### src/rtl/phy_core_pkg.sv
package phy_core_pkg;

    // Clock rate of the core clock
    localparam int unsigned CLK_HZ            = 200_000_000;
    localparam int unsigned CLK_PERIOD_PS     = 5000;

    // Shortest reset pulse on the reset pin, in ns
    localparam int unsigned RESET_PULSE_NS    = 200;
    localparam int unsigned RESET_PULSE_CYC   =
        (RESET_PULSE_NS * 1000 + CLK_PERIOD_PS - 1) / CLK_PERIOD_PS;

    // Release to ready delay, in us (0.54 ms)
    localparam int unsigned READY_DELAY_US    = 540;
    localparam int unsigned READY_DELAY_CYC   = READY_DELAY_US * (CLK_HZ / 1_000_000);

    // Low-speed 32 kHz tick
    localparam int unsigned SLOW_HZ           = 32_000;
    localparam int unsigned SLOW_DIV_CYC      = CLK_HZ / SLOW_HZ;

    // Default UART rate
    localparam int unsigned UART_BAUD         = 9600;
    localparam int unsigned UART_DIV_CYC      = CLK_HZ / UART_BAUD;

    // Reference detect: edges seen within a window
    localparam int unsigned REF_WINDOW_CYC    = 64;
    localparam logic [3:0]  REF_EDGES_MIN     = 4'h4;

    // Reference frequency choices, in kHz
    localparam int unsigned REF_LOW_KHZ       = 19_200;
    localparam int unsigned REF_HIGH_KHZ      = 26_000;

    // Bit stuffing after six ones
    localparam logic [2:0]  STUFF_RUN         = 3'h6;
    localparam logic [2:0]  BIT_LAST          = 3'h7;

    // Pin operating modes
    typedef enum logic [1:0] {
        MODE_ULPI,
        MODE_SERIAL,
        MODE_UART
    } pin_mode_e;

    // Supply presence flags
    typedef struct packed {
        logic battery;
        logic io;
        logic core_1v5;
        logic core_1v8;
        logic analog_3v3;
    } supply_s;

    // Line-side receive samples
    typedef struct packed {
        logic hs_data;
        logic squelch;
        logic ls_fs_diff;
        logic disc_amp;
    } line_rx_s;

endpackage

### src/rtl/reset_sync.sv
`timescale 1ns/1ps
// Reset that asserts at once and releases on the clock
module reset_sync
(
    // Clock and raw reset request
    input  wire logic i_clk,
    input  wire logic i_hold,
    // Synchronised reset
    output logic      o_reset
);
    logic stage_reg;

    // Assertion at once, release through two flops
    always_ff @(posedge i_clk or posedge i_hold)
    begin
        if (i_hold)
        begin
            stage_reg <= 1'b1;
            o_reset   <= 1'b1;
        end
        else
        begin
            stage_reg <= 1'b0;
            o_reset   <= stage_reg;
        end
    end
endmodule // reset_sync

### src/rtl/phy_core.sv
`timescale 1ns/1ps
// Notes on behaviour
// - Clock pin is input out of reset
// - Input mode: ULPI clock feeds PLL
// - Active reference switches clock pin out
// - Output mode accepts one of two references
// - Strap low 19.2 MHz, high 26 MHz
// - Free-running 32 kHz tick generator
// - Chip select or battery loss resets all
// - IO supply loss resets all but slow
// - PHY supplies or reset pin reset PHY
// - Reset pin low 200 ns means reset
// - Direction falls 0.54 ms after release
// - No low-speed when upstream-facing
// - HS transmit: serialise, stuff, NRZI
// - HS receive: squelch, NRZI, unstuff, bytes
// - Detect disconnect during HS transmit
// - LS/FS data goes to recovery stage
// - Serial mode shows raw receiver output
// - LS/FS driver can go high-impedance
// - UART mode maps data pins to line
// - UART default rate is 9600
module phy_core
    import phy_core_pkg::*;
(
    // Clock and reset
    input  wire logic        i_clk,
    input  wire logic        i_reset,
    // Straps, pins and supplies
    input  wire logic        i_chip_select,
    input  wire logic        i_reset_n_pin,
    input  wire logic        i_reference_clock_in,
    input  wire logic        i_freq_strap,
    input  wire supply_s     i_supply,
    // Mode and role controls
    input  wire pin_mode_e   i_pin_mode,
    input  wire logic        i_upstream_facing,
    input  wire logic        i_low_speed_req,
    input  wire logic        i_hs_tx_en,
    // ULPI transmit bytes
    input  wire logic [7:0]  i_tx_byte,
    input  wire logic        i_tx_valid,
    input  wire logic        i_uart_txd,
    // Line side
    input  wire line_rx_s    i_line,
    // Clock pin and status
    output logic             o_clock_pin_oe,
    output logic             o_ref_26mhz,
    output logic             o_pll_ref_ulpi,
    output logic             o_slow_tick,
    output logic             o_uart_tick,
    output logic             o_phy_reset,
    output logic             o_dir,
    output logic             o_low_speed_en,
    // HS line
    output logic             o_tx_ready,
    output logic             o_hs_line,
    output logic             o_hs_drive,
    output logic             o_disconnect,
    // Receive bytes
    output logic [7:0]       o_rx_byte,
    output logic             o_rx_valid,
    // LS/FS and pass-through
    output logic             o_cdr_in,
    output logic             o_diff_receive_out,
    output logic             o_ls_fs_oe,
    output logic             o_ls_fs_tx,
    output logic             o_uart_rxd
);
    // Reset domains
    logic all_hold, logic_hold, phy_hold;
    logic all_rst, logic_rst, phy_rst;
    logic [$clog2(RESET_PULSE_CYC+1)-1:0] low_cnt_reg;
    logic pin_reset_reg;

    // Whole chip, all but slow, PHY reset requests
    assign all_hold   = i_reset | ~i_chip_select | ~i_supply.battery;
    assign logic_hold = all_hold | ~i_supply.io;
    assign phy_hold   = logic_hold | ~i_supply.core_1v5 | ~i_supply.core_1v8
                      | ~i_supply.analog_3v3 | pin_reset_reg;

    // Reset pin counted low for the minimum pulse
    always_ff @(posedge i_clk)
    begin
        if (all_rst)
        begin
            low_cnt_reg   <= '0;
            pin_reset_reg <= 1'b1;
        end
        else if (!i_reset_n_pin)
        begin
            if (low_cnt_reg != RESET_PULSE_CYC[$bits(low_cnt_reg)-1:0])
                low_cnt_reg <= low_cnt_reg + 1'b1;
            else
                pin_reset_reg <= 1'b1;
        end
        else
        begin
            low_cnt_reg   <= '0;
            pin_reset_reg <= 1'b0;
        end
    end

    // Synchronised releases per domain
    reset_sync u_all   (.i_clk(i_clk), .i_hold(all_hold),   .o_reset(all_rst));
    reset_sync u_logic (.i_clk(i_clk), .i_hold(logic_hold), .o_reset(logic_rst));
    reset_sync u_phy   (.i_clk(i_clk), .i_hold(phy_hold),   .o_reset(phy_rst));

    // Slow 32 kHz tick, only whole-chip reset touches it
    logic [$clog2(SLOW_DIV_CYC)-1:0] slow_cnt_reg;
    always_ff @(posedge i_clk)
    begin
        if (all_rst)
        begin
            slow_cnt_reg <= '0;
            o_slow_tick  <= 1'b0;
        end
        else
        begin
            o_slow_tick  <= (slow_cnt_reg == '0);
            slow_cnt_reg <= (slow_cnt_reg == SLOW_DIV_CYC[$bits(slow_cnt_reg)-1:0] - 1'b1)
                          ? '0 : slow_cnt_reg + 1'b1;
        end
    end

    // Reference clock detect: count edges in a window
    logic ref_d_reg, ref_seen_reg;
    logic [3:0] edge_cnt_reg;
    logic [$clog2(REF_WINDOW_CYC)-1:0] win_cnt_reg;
    always_ff @(posedge i_clk)
    begin
        if (logic_rst)
        begin
            ref_d_reg    <= 1'b0;
            edge_cnt_reg <= '0;
            win_cnt_reg  <= '0;
            ref_seen_reg <= 1'b0;
        end
        else
        begin
            ref_d_reg   <= i_reference_clock_in;
            win_cnt_reg <= win_cnt_reg + 1'b1;
            if (win_cnt_reg == '1)
            begin
                ref_seen_reg <= (edge_cnt_reg >= REF_EDGES_MIN);
                edge_cnt_reg <= '0;
            end
            else if (i_reference_clock_in && !ref_d_reg && edge_cnt_reg != '1)
                edge_cnt_reg <= edge_cnt_reg + 1'b1;
        end
    end

    // Clock pin direction, PLL source, strap capture after release
    always_ff @(posedge i_clk)
    begin
        if (logic_rst)
        begin
            o_clock_pin_oe <= 1'b0;
            o_pll_ref_ulpi <= 1'b1;
            o_ref_26mhz    <= 1'b0;
        end
        else
        begin
            o_clock_pin_oe <= ref_seen_reg;
            o_pll_ref_ulpi <= ~ref_seen_reg;
            o_ref_26mhz    <= i_freq_strap;
        end
    end

    // Direction held high until lock delay after PHY release
    logic [$clog2(READY_DELAY_CYC+1)-1:0] ready_cnt_reg;
    always_ff @(posedge i_clk)
    begin
        if (phy_rst)
        begin
            ready_cnt_reg <= '0;
            o_dir         <= 1'b1;
        end
        else if (ready_cnt_reg != READY_DELAY_CYC[$bits(ready_cnt_reg)-1:0])
            ready_cnt_reg <= ready_cnt_reg + 1'b1;
        else
            o_dir <= 1'b0;
    end
    logic phy_ready;
    assign phy_ready = ~o_dir;

    // Reset status and low-speed permission
    always_ff @(posedge i_clk)
    begin
        o_phy_reset <= phy_rst;
        if (phy_rst)
            o_low_speed_en <= 1'b0;
        else
            o_low_speed_en <= i_low_speed_req & ~i_upstream_facing;
    end

    // HS transmitter: shift, stuff, NRZI
    logic [7:0] sh_reg;
    logic [2:0] bit_reg, ones_reg;
    logic       busy_reg, stuff;
    assign stuff = (ones_reg == STUFF_RUN);
    always_ff @(posedge i_clk)
    begin
        if (phy_rst)
        begin
            sh_reg     <= '0;
            bit_reg    <= '0;
            ones_reg   <= '0;
            busy_reg   <= 1'b0;
            o_tx_ready <= 1'b0;
            o_hs_line  <= 1'b1;
            o_hs_drive <= 1'b0;
        end
        else
        begin
            o_tx_ready <= phy_ready & i_hs_tx_en & ~busy_reg & ~o_tx_ready;
            o_hs_drive <= busy_reg;
            if (o_tx_ready && i_tx_valid)
            begin
                sh_reg   <= i_tx_byte;
                bit_reg  <= '0;
                busy_reg <= 1'b1;
            end
            else if (busy_reg)
            begin
                if (stuff)
                begin
                    o_hs_line <= ~o_hs_line;
                    ones_reg  <= '0;
                end
                else
                begin
                    o_hs_line <= sh_reg[0] ? o_hs_line : ~o_hs_line;
                    ones_reg  <= sh_reg[0] ? ones_reg + 1'b1 : '0;
                    sh_reg    <= {1'b0, sh_reg[7:1]};
                    bit_reg   <= bit_reg + 1'b1;
                    if (bit_reg == BIT_LAST)
                        busy_reg <= 1'b0;
                end
            end
            else if (!i_hs_tx_en)
                ones_reg <= '0;
        end
    end

    // Disconnect seen from doubled amplitude while sending
    always_ff @(posedge i_clk)
    begin
        if (phy_rst)
            o_disconnect <= 1'b0;
        else if (busy_reg && i_line.disc_amp)
            o_disconnect <= 1'b1;
        else if (!i_hs_tx_en)
            o_disconnect <= 1'b0;
    end

    // HS receiver: squelch, NRZI decode, unstuff, bytes
    logic       rx_prev_reg;
    logic [2:0] rx_ones_reg, rx_bit_reg;
    logic [7:0] rx_sh_reg;
    logic       rx_bit;
    assign rx_bit = (i_line.hs_data == rx_prev_reg);
    always_ff @(posedge i_clk)
    begin
        if (phy_rst || i_line.squelch)
        begin
            rx_prev_reg <= 1'b1;
            rx_ones_reg <= '0;
            rx_bit_reg  <= '0;
            rx_sh_reg   <= '0;
            o_rx_valid  <= 1'b0;
            o_rx_byte   <= '0;
        end
        else
        begin
            rx_prev_reg <= i_line.hs_data;
            o_rx_valid  <= 1'b0;
            if (rx_ones_reg == STUFF_RUN)
                rx_ones_reg <= '0;
            else
            begin
                rx_ones_reg <= rx_bit ? rx_ones_reg + 1'b1 : '0;
                rx_sh_reg   <= {rx_bit, rx_sh_reg[7:1]};
                rx_bit_reg  <= rx_bit_reg + 1'b1;
                if (rx_bit_reg == BIT_LAST)
                begin
                    o_rx_byte  <= {rx_bit, rx_sh_reg[7:1]};
                    o_rx_valid <= 1'b1;
                end
            end
        end
    end

    // UART rate tick
    logic [$clog2(UART_DIV_CYC)-1:0] baud_cnt_reg;
    always_ff @(posedge i_clk)
    begin
        if (phy_rst)
        begin
            baud_cnt_reg <= '0;
            o_uart_tick  <= 1'b0;
        end
        else
        begin
            o_uart_tick  <= (i_pin_mode == MODE_UART) && (baud_cnt_reg == '0);
            baud_cnt_reg <= (baud_cnt_reg == UART_DIV_CYC[$bits(baud_cnt_reg)-1:0] - 1'b1)
                          ? '0 : baud_cnt_reg + 1'b1;
        end
    end

    // LS/FS paths per pin mode
    always_ff @(posedge i_clk)
    begin
        if (phy_rst)
        begin
            o_cdr_in           <= 1'b0;
            o_diff_receive_out <= 1'b0;
            o_ls_fs_oe         <= 1'b0;
            o_ls_fs_tx         <= 1'b1;
            o_uart_rxd         <= 1'b1;
        end
        else
        begin
            o_cdr_in           <= i_line.ls_fs_diff;
            o_diff_receive_out <= (i_pin_mode == MODE_SERIAL) & i_line.ls_fs_diff;
            case (i_pin_mode)
                MODE_UART:
                begin
                    o_ls_fs_oe <= 1'b1;
                    o_ls_fs_tx <= i_uart_txd;
                    o_uart_rxd <= i_line.ls_fs_diff;
                end
                default:
                begin
                    o_ls_fs_oe <= 1'b0;
                    o_ls_fs_tx <= 1'b1;
                    o_uart_rxd <= 1'b1;
                end
            endcase
        end
    end

    // Assertions
    property p_dir_rel;
        @(posedge i_clk) disable iff (i_reset) $fell(phy_rst) |-> o_dir [*8];
    endproperty
    a_dir_rel: assert property (p_dir_rel) else $error("dir fell too early");
    property p_no_ls_up;
        @(posedge i_clk) disable iff (i_reset) i_upstream_facing |=> !o_low_speed_en;
    endproperty
    a_no_ls_up: assert property (p_no_ls_up) else $error("low speed upstream");
    property p_clk_in_reset;
        @(posedge i_clk) logic_rst |=> !o_clock_pin_oe;
    endproperty
    a_clk_in_reset: assert property (p_clk_in_reset) else $error("clock pin out in reset");
    property p_pll_src;
        @(posedge i_clk) disable iff (logic_rst) o_clock_pin_oe |-> !o_pll_ref_ulpi;
    endproperty
    a_pll_src: assert property (p_pll_src) else $error("pll source wrong");
    // First cycle after PHY release still shows the reset drive state
    property p_uart_map;
        @(posedge i_clk) disable iff (phy_rst)
        (i_pin_mode == MODE_UART && !phy_rst) ##1 (i_pin_mode == MODE_UART) |-> o_ls_fs_oe;
    endproperty
    a_uart_map: assert property (p_uart_map) else $error("uart not driving");
    property p_hiz;
        @(posedge i_clk) disable iff (phy_rst) (i_pin_mode != MODE_UART) |=> !o_ls_fs_oe;
    endproperty
    a_hiz: assert property (p_hiz) else $error("driver not hiz");
    property p_supply;
        @(posedge i_clk) !i_supply.io |-> ##[1:2] o_phy_reset;
    endproperty
    a_supply: assert property (p_supply) else $error("no reset on supply loss");
    property p_disc;
        @(posedge i_clk) disable iff (phy_rst) busy_reg && i_line.disc_amp |=> o_disconnect;
    endproperty
    a_disc: assert property (p_disc) else $error("disconnect missed");
    c_tx: cover property (@(posedge i_clk) o_tx_ready && i_tx_valid);
    c_rx: cover property (@(posedge i_clk) o_rx_valid);
    c_ref: cover property (@(posedge i_clk) $rose(o_clock_pin_oe));
endmodule // phy_core

### config.mk
export PLATFORM = sky130hd
export DESIGN_NAME = phy_core
export DESIGN_NICKNAME = d
export VERILOG_FILES = /design/src/rtl/phy_core_pkg.sv /design/src/rtl/reset_sync.sv /design/src/rtl/phy_core.sv
export SDC_FILE = /design/constraint.sdc
export NUM_CORES = 1
export LEC_CHECK = 0
export BUFFER_PORTS_ARGS = -buffer_cell sky130_fd_sc_hd__buf_4
export CAP_MARGIN = 25
export CORE_MARGIN = 3
export CORE_UTILIZATION = 58
export DETAILED_ROUTE_END_ITERATION = 7
export PLACE_DENSITY_LB_ADDON = 0.05
export SLEW_MARGIN = 40
export SYNTH_ARGS = -nofsm -noshare
export SYNTH_HDL_FRONTEND = slang
export SYNTH_SLANG_ARGS = --single-unit
### constraint.sdc
create_clock -name i_clk -period 0.8 [get_ports i_clk]
set_input_delay 0.04 -clock i_clk [delete_from_list [all_inputs] [get_ports i_clk]]
set_output_delay 0.04 -clock i_clk [all_outputs]
set_load 0.01 [all_outputs]
==> results of run 1 <==
synthesized netlist by cell type, drive strengths merged, types with 2 or more instances:
library cell | number | area [um2]
nor3 | 17 | 90.1
clkbuf | 10 | 37.5
inv | 21 | 78.8
nand2b | 6 | 37.5
xor2 | 18 | 158
and4b | 4 | 40.0
nand4 | 14 | 87.6
dfstp | 6 | 158
o21ai | 5 | 25.0
nor4bb | 2 | 20.0
or3 | 7 | 48.8
or2 | 2 | 12.5
and4 | 6 | 53.8
and3b | 2 | 17.5
nand3 | 24 | 125
nor2 | 72 | 270
nor3b | 3 | 22.5
and3 | 4 | 25.0
a21oi | 30 | 150
and2 | 6 | 37.5
nand2 | 62 | 233
nor4 | 10 | 62.6
buf | 9 | 55.1
nor2b | 9 | 56.3
xnor2 | 31 | 272
mux2i | 11 | 110
nand3b | 2 | 15.0
a211oi | 9 | 67.6
a31o | 2 | 17.5
ha | 19 | 238
dfxtp | 119 | 2380
stage by stage:
step                TNS (ps)  instances
detailed placement    -48230        809
global placement      -44760        809
floorplan             -38390        555
kinds of logic after synthesis:
logic type / Yosys count
AOI/OAI and AO/OA: 52
xor gates and xnor gates: 49
adders and majority gates: 19
buffers and inverters: 40
DFF: 125
muxes: 12
other: 1
and+or+nand+nor: 255
==> flow_summary.yaml, run 1 <==
status:
  status: "stopped before the end"
  lastStage: "clock tree synthesis (4_1_cts)"
  error: "[ERROR DPL-0038] Utilization greater than 100%, impossible to legalize"
clock_tree:
  htreeDepth: 4
  cts_resized: 203
  clockBufferDepth: 2
  cts_root_buffer: "clkbuf_8"
  cts_buffers: 17
  post_cts_buffers: 33
  clock-sinks: 125
  cts_hold_buf: 28
yosys:
  ys_warn_count: 0
  synth_top_family_by_area: "simple AND/OR/NAND/NOR gates"
  ys_types: 49
  synth-adder-area-share_pct: 4.66
  async_flop_share_pct: 4.80
  synth_ff_type: "dfxtp_1"
  synthSimpleGateAreaFrac_pct: 25.1
  synth-seq-area-share_pct: 49.8
  synth_edf_count: 0
  synthXorXnorAreaFrac_pct: 8.42
  synth.avg_cell_area_um2: 9.22
  synth-compound-area-share_pct: 6.16
  ys_seq_elements: 125
  netlist_area_um2: 5100
  synthCells: 553
  synthMuxAreaShare_pct: 2.38
placement:
  gp_congestion: 0.864
  dp_hpwl_mm: 8.13
  portBuffers: 55
  placed_area_um2: 6860
  dpl_worst_slack_ps: -743
floorplan:
  die_h_um: 99.7
  initial_utilization_pct: 60.8
  die_w_um: 99.7
  ios: 56
  row_count: 33
==> run 2, diff against run 1 <==
- CORE_UTILIZATION: 58 -> 40
- PLACE_DENSITY_LB_ADDON: 0.05 -> 0.15
==> run 2 against run 1 <==
  * The flow now finishes, with violations (setup timing)
  * Synthesized area is the same
  * Synthesized cell count unchanged
==> flow_summary.yaml, run 2 <==
routing:
  drtPass1Iterations: 4
  viasPerCell: 4.91
  postRouteAntennaNets: 0
  finalWirelength_mm: 14.0
  route.detailed.wl_per_inst_um: 14.4
  drc: 0
  vias: 4777
  drtIter0Drc: 214
yosys:
  async_flop_share_pct: 4.80
  synth-compound-area-share_pct: 6.16
  synth-adder-area-share_pct: 4.66
  synth_ff_type: "dfxtp_1"
  synthCells: 553
  synth_top_family_by_area: "simple AND/OR/NAND/NOR gates"
  synth-seq-area-share_pct: 49.8
  synth.area.top_cells: "dfxtp_1, xnor2_1, nor2_1"
  synth.avg_cell_area_um2: 9.22
  synth_top_area_share_pct: 46.7
  synthSimpleGateAreaFrac_pct: 25.1
  netlist_area_um2: 5100
  synthMuxAreaShare_pct: 2.38
  ys_types: 49
  synth_most_common_cell: "dfxtp_1"
  synthXorXnorAreaFrac_pct: 8.42
  ys_warn_count: 0
  netlist_top_cells_count: "dfxtp_1, nor2_1, nand2_1"
  synth_edf_count: 0
  ys_seq_elements: 125
  synth_area_leader_cell: "dfxtp_1"
placement:
  gp_congestion: 0.845
  dp_hpwl_mm: 7.82
  portBuffers: 55
timing:
  skew_ps: 6.15
  period_needed_ps: 1500
  drv_slew: 0
  setup_viol: 145
  fmax_mhz: 665
  finalHoldViolCount: 0
  setup_slack_ps: -704
  finalCritPeriodShare_pct: 188
  grt_setup_unrepaired: "yes"
global_route:
  antenna_found_initial: 0
  grt_pass1_vias: 4984
  grt_pass1_wl_mm: 22.6
  grt.total_usage_pct: 19.6
  overflow: 0
  grt_max_degree: 17
floorplan:
  initial_utilization_pct: 41.7
  coreArea_um2: 12200
  die_h_um: 119
  row_count: 40
  die_w_um: 119
  die_area_um2: 14100
  ios: 56
power:
  max-vdd-ir-drop_uv: 1460
  finalPower_mw: 15.5
  powerDensity_nw_per_um2: 1700
  leakagePower_nw: 3.64
critical_path:
  critPathMaxFanout: 6
  criticalPathCategory: "flop to flop"
  r2r-end: "slow_cnt_reg[3]$_SDFF_PP0_"
  rr_worst_depth: 4
  worstPathArrival_ps: 1810
  crit_required_ps: 1100
  cp-end-kind: "flop"
  r2r_slack_ps: -700
  r2r_start: "slow_cnt_reg[8]$_SDFF_PP0_"
  critPathLaunchType: "flop"
clock_tree:
  cts_tree: "yes"
  cts_buffers: 17
  clk_pin_slew_ps: 50
  htreeDepth: 4
  cts_root_buffer: "clkbuf_16"
  clock-sinks: 125
  clockBufferDepth: 2
  clk_latency_ps: 410
flow_run:
  cap_violations: 0
finish:
  diodes: 0
  utilization_pct: 74.6
  area_growth_pct: 78.8
  largest_reg_flops: 17
  nets: 842
  layout_common_cells: "buf_4, buf_6, dfxtp_1"
  drive_above_1_share_pct: 56.9
  mostFrequentLayoutCell: "buf_4"
status:
  failed_checks: "setup timing"
  status: "finished with violations"
worst_hold_path:
  min_from: "i_line[2]"
  min_to: "rx_bit_reg[0]$_SDFFE_PP0N_"
  hold_class: "primary input to flop"
  min_path_cells: 4
==> run 2: cell counts after synthesis <==
No cell type changed its count.
==> run 2: worst max-delay path by stage <==
stage                                  startpoint                        endpoint  slack, ps  cells after the start
global placement       slow_cnt_reg[8]$_SDFF_PP0_     slow_cnt_reg[12]$_SDFF_PP0_       -710                      4
finish                 slow_cnt_reg[8]$_SDFF_PP0_      slow_cnt_reg[3]$_SDFF_PP0_       -700                      4
global route           slow_cnt_reg[8]$_SDFF_PP0_      slow_cnt_reg[2]$_SDFF_PP0_       -760                      4
CTS                    slow_cnt_reg[8]$_SDFF_PP0_      slow_cnt_reg[3]$_SDFF_PP0_       -670                      4
floorplan           ready_cnt_reg[1]$_SDFFE_PP0P_  ready_cnt_reg[16]$_SDFFE_PP0P_       -730                      5
detailed placement     slow_cnt_reg[8]$_SDFF_PP0_     slow_cnt_reg[12]$_SDFF_PP0_       -760                      4
==> run 2: per-layer routing <==
layer	GRT usage (%)	wire, um	vias to the layer above
li1	-	-	2368
met1	21.3	5750	2291
met2	35.6	7450	88
met3	4.46	437	30
met4	9.78	331	0
met5	0	0	-
==> run 2: final cells by class <==
class | count | area [um2]
Clock inverter | 6 | 80.1
Clock buffer | 25 | 517
Sequential cell | 125 | 2660
Inverter | 21 | 86.3
Tap cell | 168 | 210
Multi-Input combinational cell | 393 | 3310
Fill cell | 818 | 3100
Timing Repair Buffer | 235 | 2250
==> run 2: cells by family (layout without fill, tap and decap cells) <==
group | count (synthesis) | in the layout
AOI/OAI and AO/OA | 52 | 54
xor gates and xnor gates | 49 | 49
adders and majority gates | 19 | 19
buffers and inverters | 40 | 287
DFF | 125 | 125
muxes | 12 | 12
other | 1 | 3
and+or+nand+nor | 255 | 256
==> run 2: where the power goes <==
part           internal, mW  leakage (nW)  total [mW]  switching (mW)
clock                  5.06         0.298        7.69            2.63
combinational         0.776          2.29        1.28           0.508
sequential             6.36          1.06        6.49           0.132
==> run 2: stage by stage <==
stage                     instance area [um2]  setup TNS, ps  std cells  setup slack (ps)  hold WS [ps]
after global placement                   6880         -47240        867              -713           147
after detailed placement                 6880         -49920        867              -760           155
after global routing                     9110         -59970        973              -761          74.4
after CTS                                8600         -52180        959              -671          68.8
after floorplan                          5630         -38390        555              -726          34.5
final                                    9110         -54240        973              -704          81.5
==> run 2: repair_timing <==
item / 4_1_cts / 5_1_grt
pin swaps: 52 / 41
gates resized for setup: 130 / 98
cloned: 9 / 3
setup buffers: 29 / 18
endpoints found under the hold margin: 34 / 0
endpoints found under the setup margin: 144 / 147
hold buffers: 28 / 0
==> run 2: critical path: stages (launching register included) <==
cell	delay [ps]
dfxtp_2	320
or4_4	540
nor3_4	190
a41o_4	300
nor2_1	50
Note: power is estimated with default switching activity, not from simulation.
==> run 3, diff against run 2 <==
- PLACE_DENSITY: default -> 0.54
- PLACE_DENSITY_LB_ADDON: 0.15 -> default
==> run 3 against run 2 <==
  * The flow still finishes with violations (setup timing)
  * Count of clock-buffer cells in the layout down 2
  * Cell area down 2.7%
  * Setup slack worse by 12 ps
  * First-iteration DRC count down 31%
  * Global-route usage down 1.1 points
  * Non-clock buffer count down 3
==> flow_summary.yaml, run 3 (same netlist as run 2, synthesis figures left out) <==
power:
  netSwitchingPower_mw: 3.23
  clkPwrFrac_pct: 49.0
  power.share.combinational_pct: 8.0
  p_int_mw: 11.9
  powerDensity_nw_per_um2: 1700
  finalPower_mw: 15.1
  max-vdd-ir-drop_uv: 1370
  leakagePower_nw: 3.49
  switching_share_pct: 21.4
  power_frac_seq_pct: 43.0
timing:
  setup_viol: 144
  setup_slack_ps: -716
  setup_tns_ps: -51500
  period_needed_ps: 1520
  grt_setup_unrepaired: "yes"
  fmax_mhz: 659
  skew_ps: 7.38
  drv_slew: 0
  hold_ws_ps: 61.9
  finalHoldViolCount: 0
  finalCritPeriodShare_pct: 190
floorplan:
  coreArea_um2: 12200
  die_area_um2: 14100
  die_h_um: 119
  die_w_um: 119
  initial_utilization_pct: 41.7
  ios: 56
  row_count: 40
global_route:
  overflow: 0
  grt_pass1_vias: 4684
  antenna_found_initial: 0
  grt_max_degree: 17
  grt.total_usage_pct: 18.5
  grt_pass1_wl_mm: 21.5
routing:
  drtIter0Drc: 148
  viasPerCell: 4.76
  drtPass1Iterations: 4
  route.detailed.wl_per_inst_um: 13.0
  postRouteAntennaNets: 0
  drc: 0
  finalWirelength_mm: 12.6
  vias: 4616
clock_tree:
  htreeDepth: 4
  cts_buffers: 17
  clockBufferDepth: 2
  cts_tree: "yes"
  clock-sinks: 125
  cts_root_buffer: "clkbuf_16"
  clk_latency_ps: 410
  clk_pin_slew_ps: 50
critical_path:
  worstPathArrival_ps: 1820
  cp-end-kind: "flop"
  cpPeakStageDelay_ps: 540
  crit_chain: "or4_4, nor3_4, a41o_4, nor2_1"
  cp_num_buf_inv: 0
  critPathLaunchType: "flop"
  crit_required_ps: 1100
  criticalPathCategory: "flop to flop"
  critPathSlowestCell: "or4_4"
  cp_top_family: "simple AND/OR/NAND/NOR gates"
  critPathMaxFanout: 7
finish:
  drive_above_1_share_pct: 56.3
  diodes: 0
  fillers: 920
  utilization_pct: 72.6
  layout_common_cells: "buf_4, buf_6, dfxtp_1"
  mostFrequentLayoutCell: "buf_4"
  seq_area_um2: 2650
  multiInputGateArea_um2: 3230
  largest_reg_flops: 17
  nets: 838
  area_growth_pct: 74.0
  fin_cells: 969
status:
  status: "finished with violations"
  failed_checks: "setup timing"
placement:
  gp_congestion: 0.844
  dp_hpwl_mm: 7.67
  dp_cells: 877
  portBuffers: 55
worst_hold_path:
  hold_class: "primary input to flop"
flow_run:
  cap_violations: 0
[run 3: routing by layer]
layer / up-vias / global-route usage, % / share of wire [%] / wire [um]
li1: 2369 / - / - / -
met1: 2178 / 22.1 / 44 / 5520
met3: 14 / 5.13 / 3.3 / 422
met4: 0 / 6.08 / 1.1 / 137
met2: 55 / 32.0 / 52 / 6560
met5: - / 0 / 0 / 0
[run 3: what timing repair did]
| action | CTS | global route |
|---|---|---|
| buffers inserted | 25 | 15 |
| pin swaps | 59 | 44 |
| cloned | 7 | 0 |
| hold buffers | 28 | 0 |
| gates resized for setup | 138 | 83 |
| endpoints found under the setup margin | 144 | 146 |
| endpoints found under the hold margin | 34 | 0 |
[run 3: metrics by stage]
stage	setup WS, ps	area, um2
final	-716	8870
after global routing	-763	8870
after CTS	-680	8570
after global placement	-727	6950
after detailed placement	-763	6950
after floorplan	-726	5630
[run 3: path summary, 6_finish.rpt]
check / start / to / slack [ps] / depth (start not counted)
min: i_tx_valid / ones_reg[1]$_SDFFE_PP0P_ / 60 / 5
min in group asynchronous: i_supply[2] / u_phy.stage_reg$_DFF_PP1_ / 320 / 3
max reg2reg: slow_cnt_reg[8]$_SDFF_PP0_ / slow_cnt_reg[5]$_SDFF_PP0_ / -720 / 4
max: slow_cnt_reg[8]$_SDFF_PP0_ / slow_cnt_reg[5]$_SDFF_PP0_ / -720 / 4
min reg2reg: u_all.stage_reg$_DFF_PP1_ / u_all.o_reset$_DFF_PP1_ / 350 / 0
max in group asynchronous: i_reset / u_phy.o_reset$_DFF_PP1_ / 30 / 5
[run 3: power by group through the flow]
stage	sequential, mW	combinational, mW	clock, mW
global route	6.51	1.31	7.85
finish	6.49	1.21	7.40
global placement	6.60	0.756	0
floorplan	6.61	0.409	0
detailed placement	6.61	0.788	0
CTS	6.49	1.12	7.55
[run 3: worst min-delay path: stages]
cell,delay (ps)
buf_4,80
nand2_1,70
nand2_1,80
or3_1,110
a21oi_2,50
[run 3: area by class of cell]
class                      count  share of cell area, %
tap                          168                   2.37
inverter                      21                  0.889
timing repair buffer         232                   24.0
sequential                   125                   29.9
multi-input combinational    392                   36.4
clock inverter                 8                   1.02
clock buffer                  23                   5.39
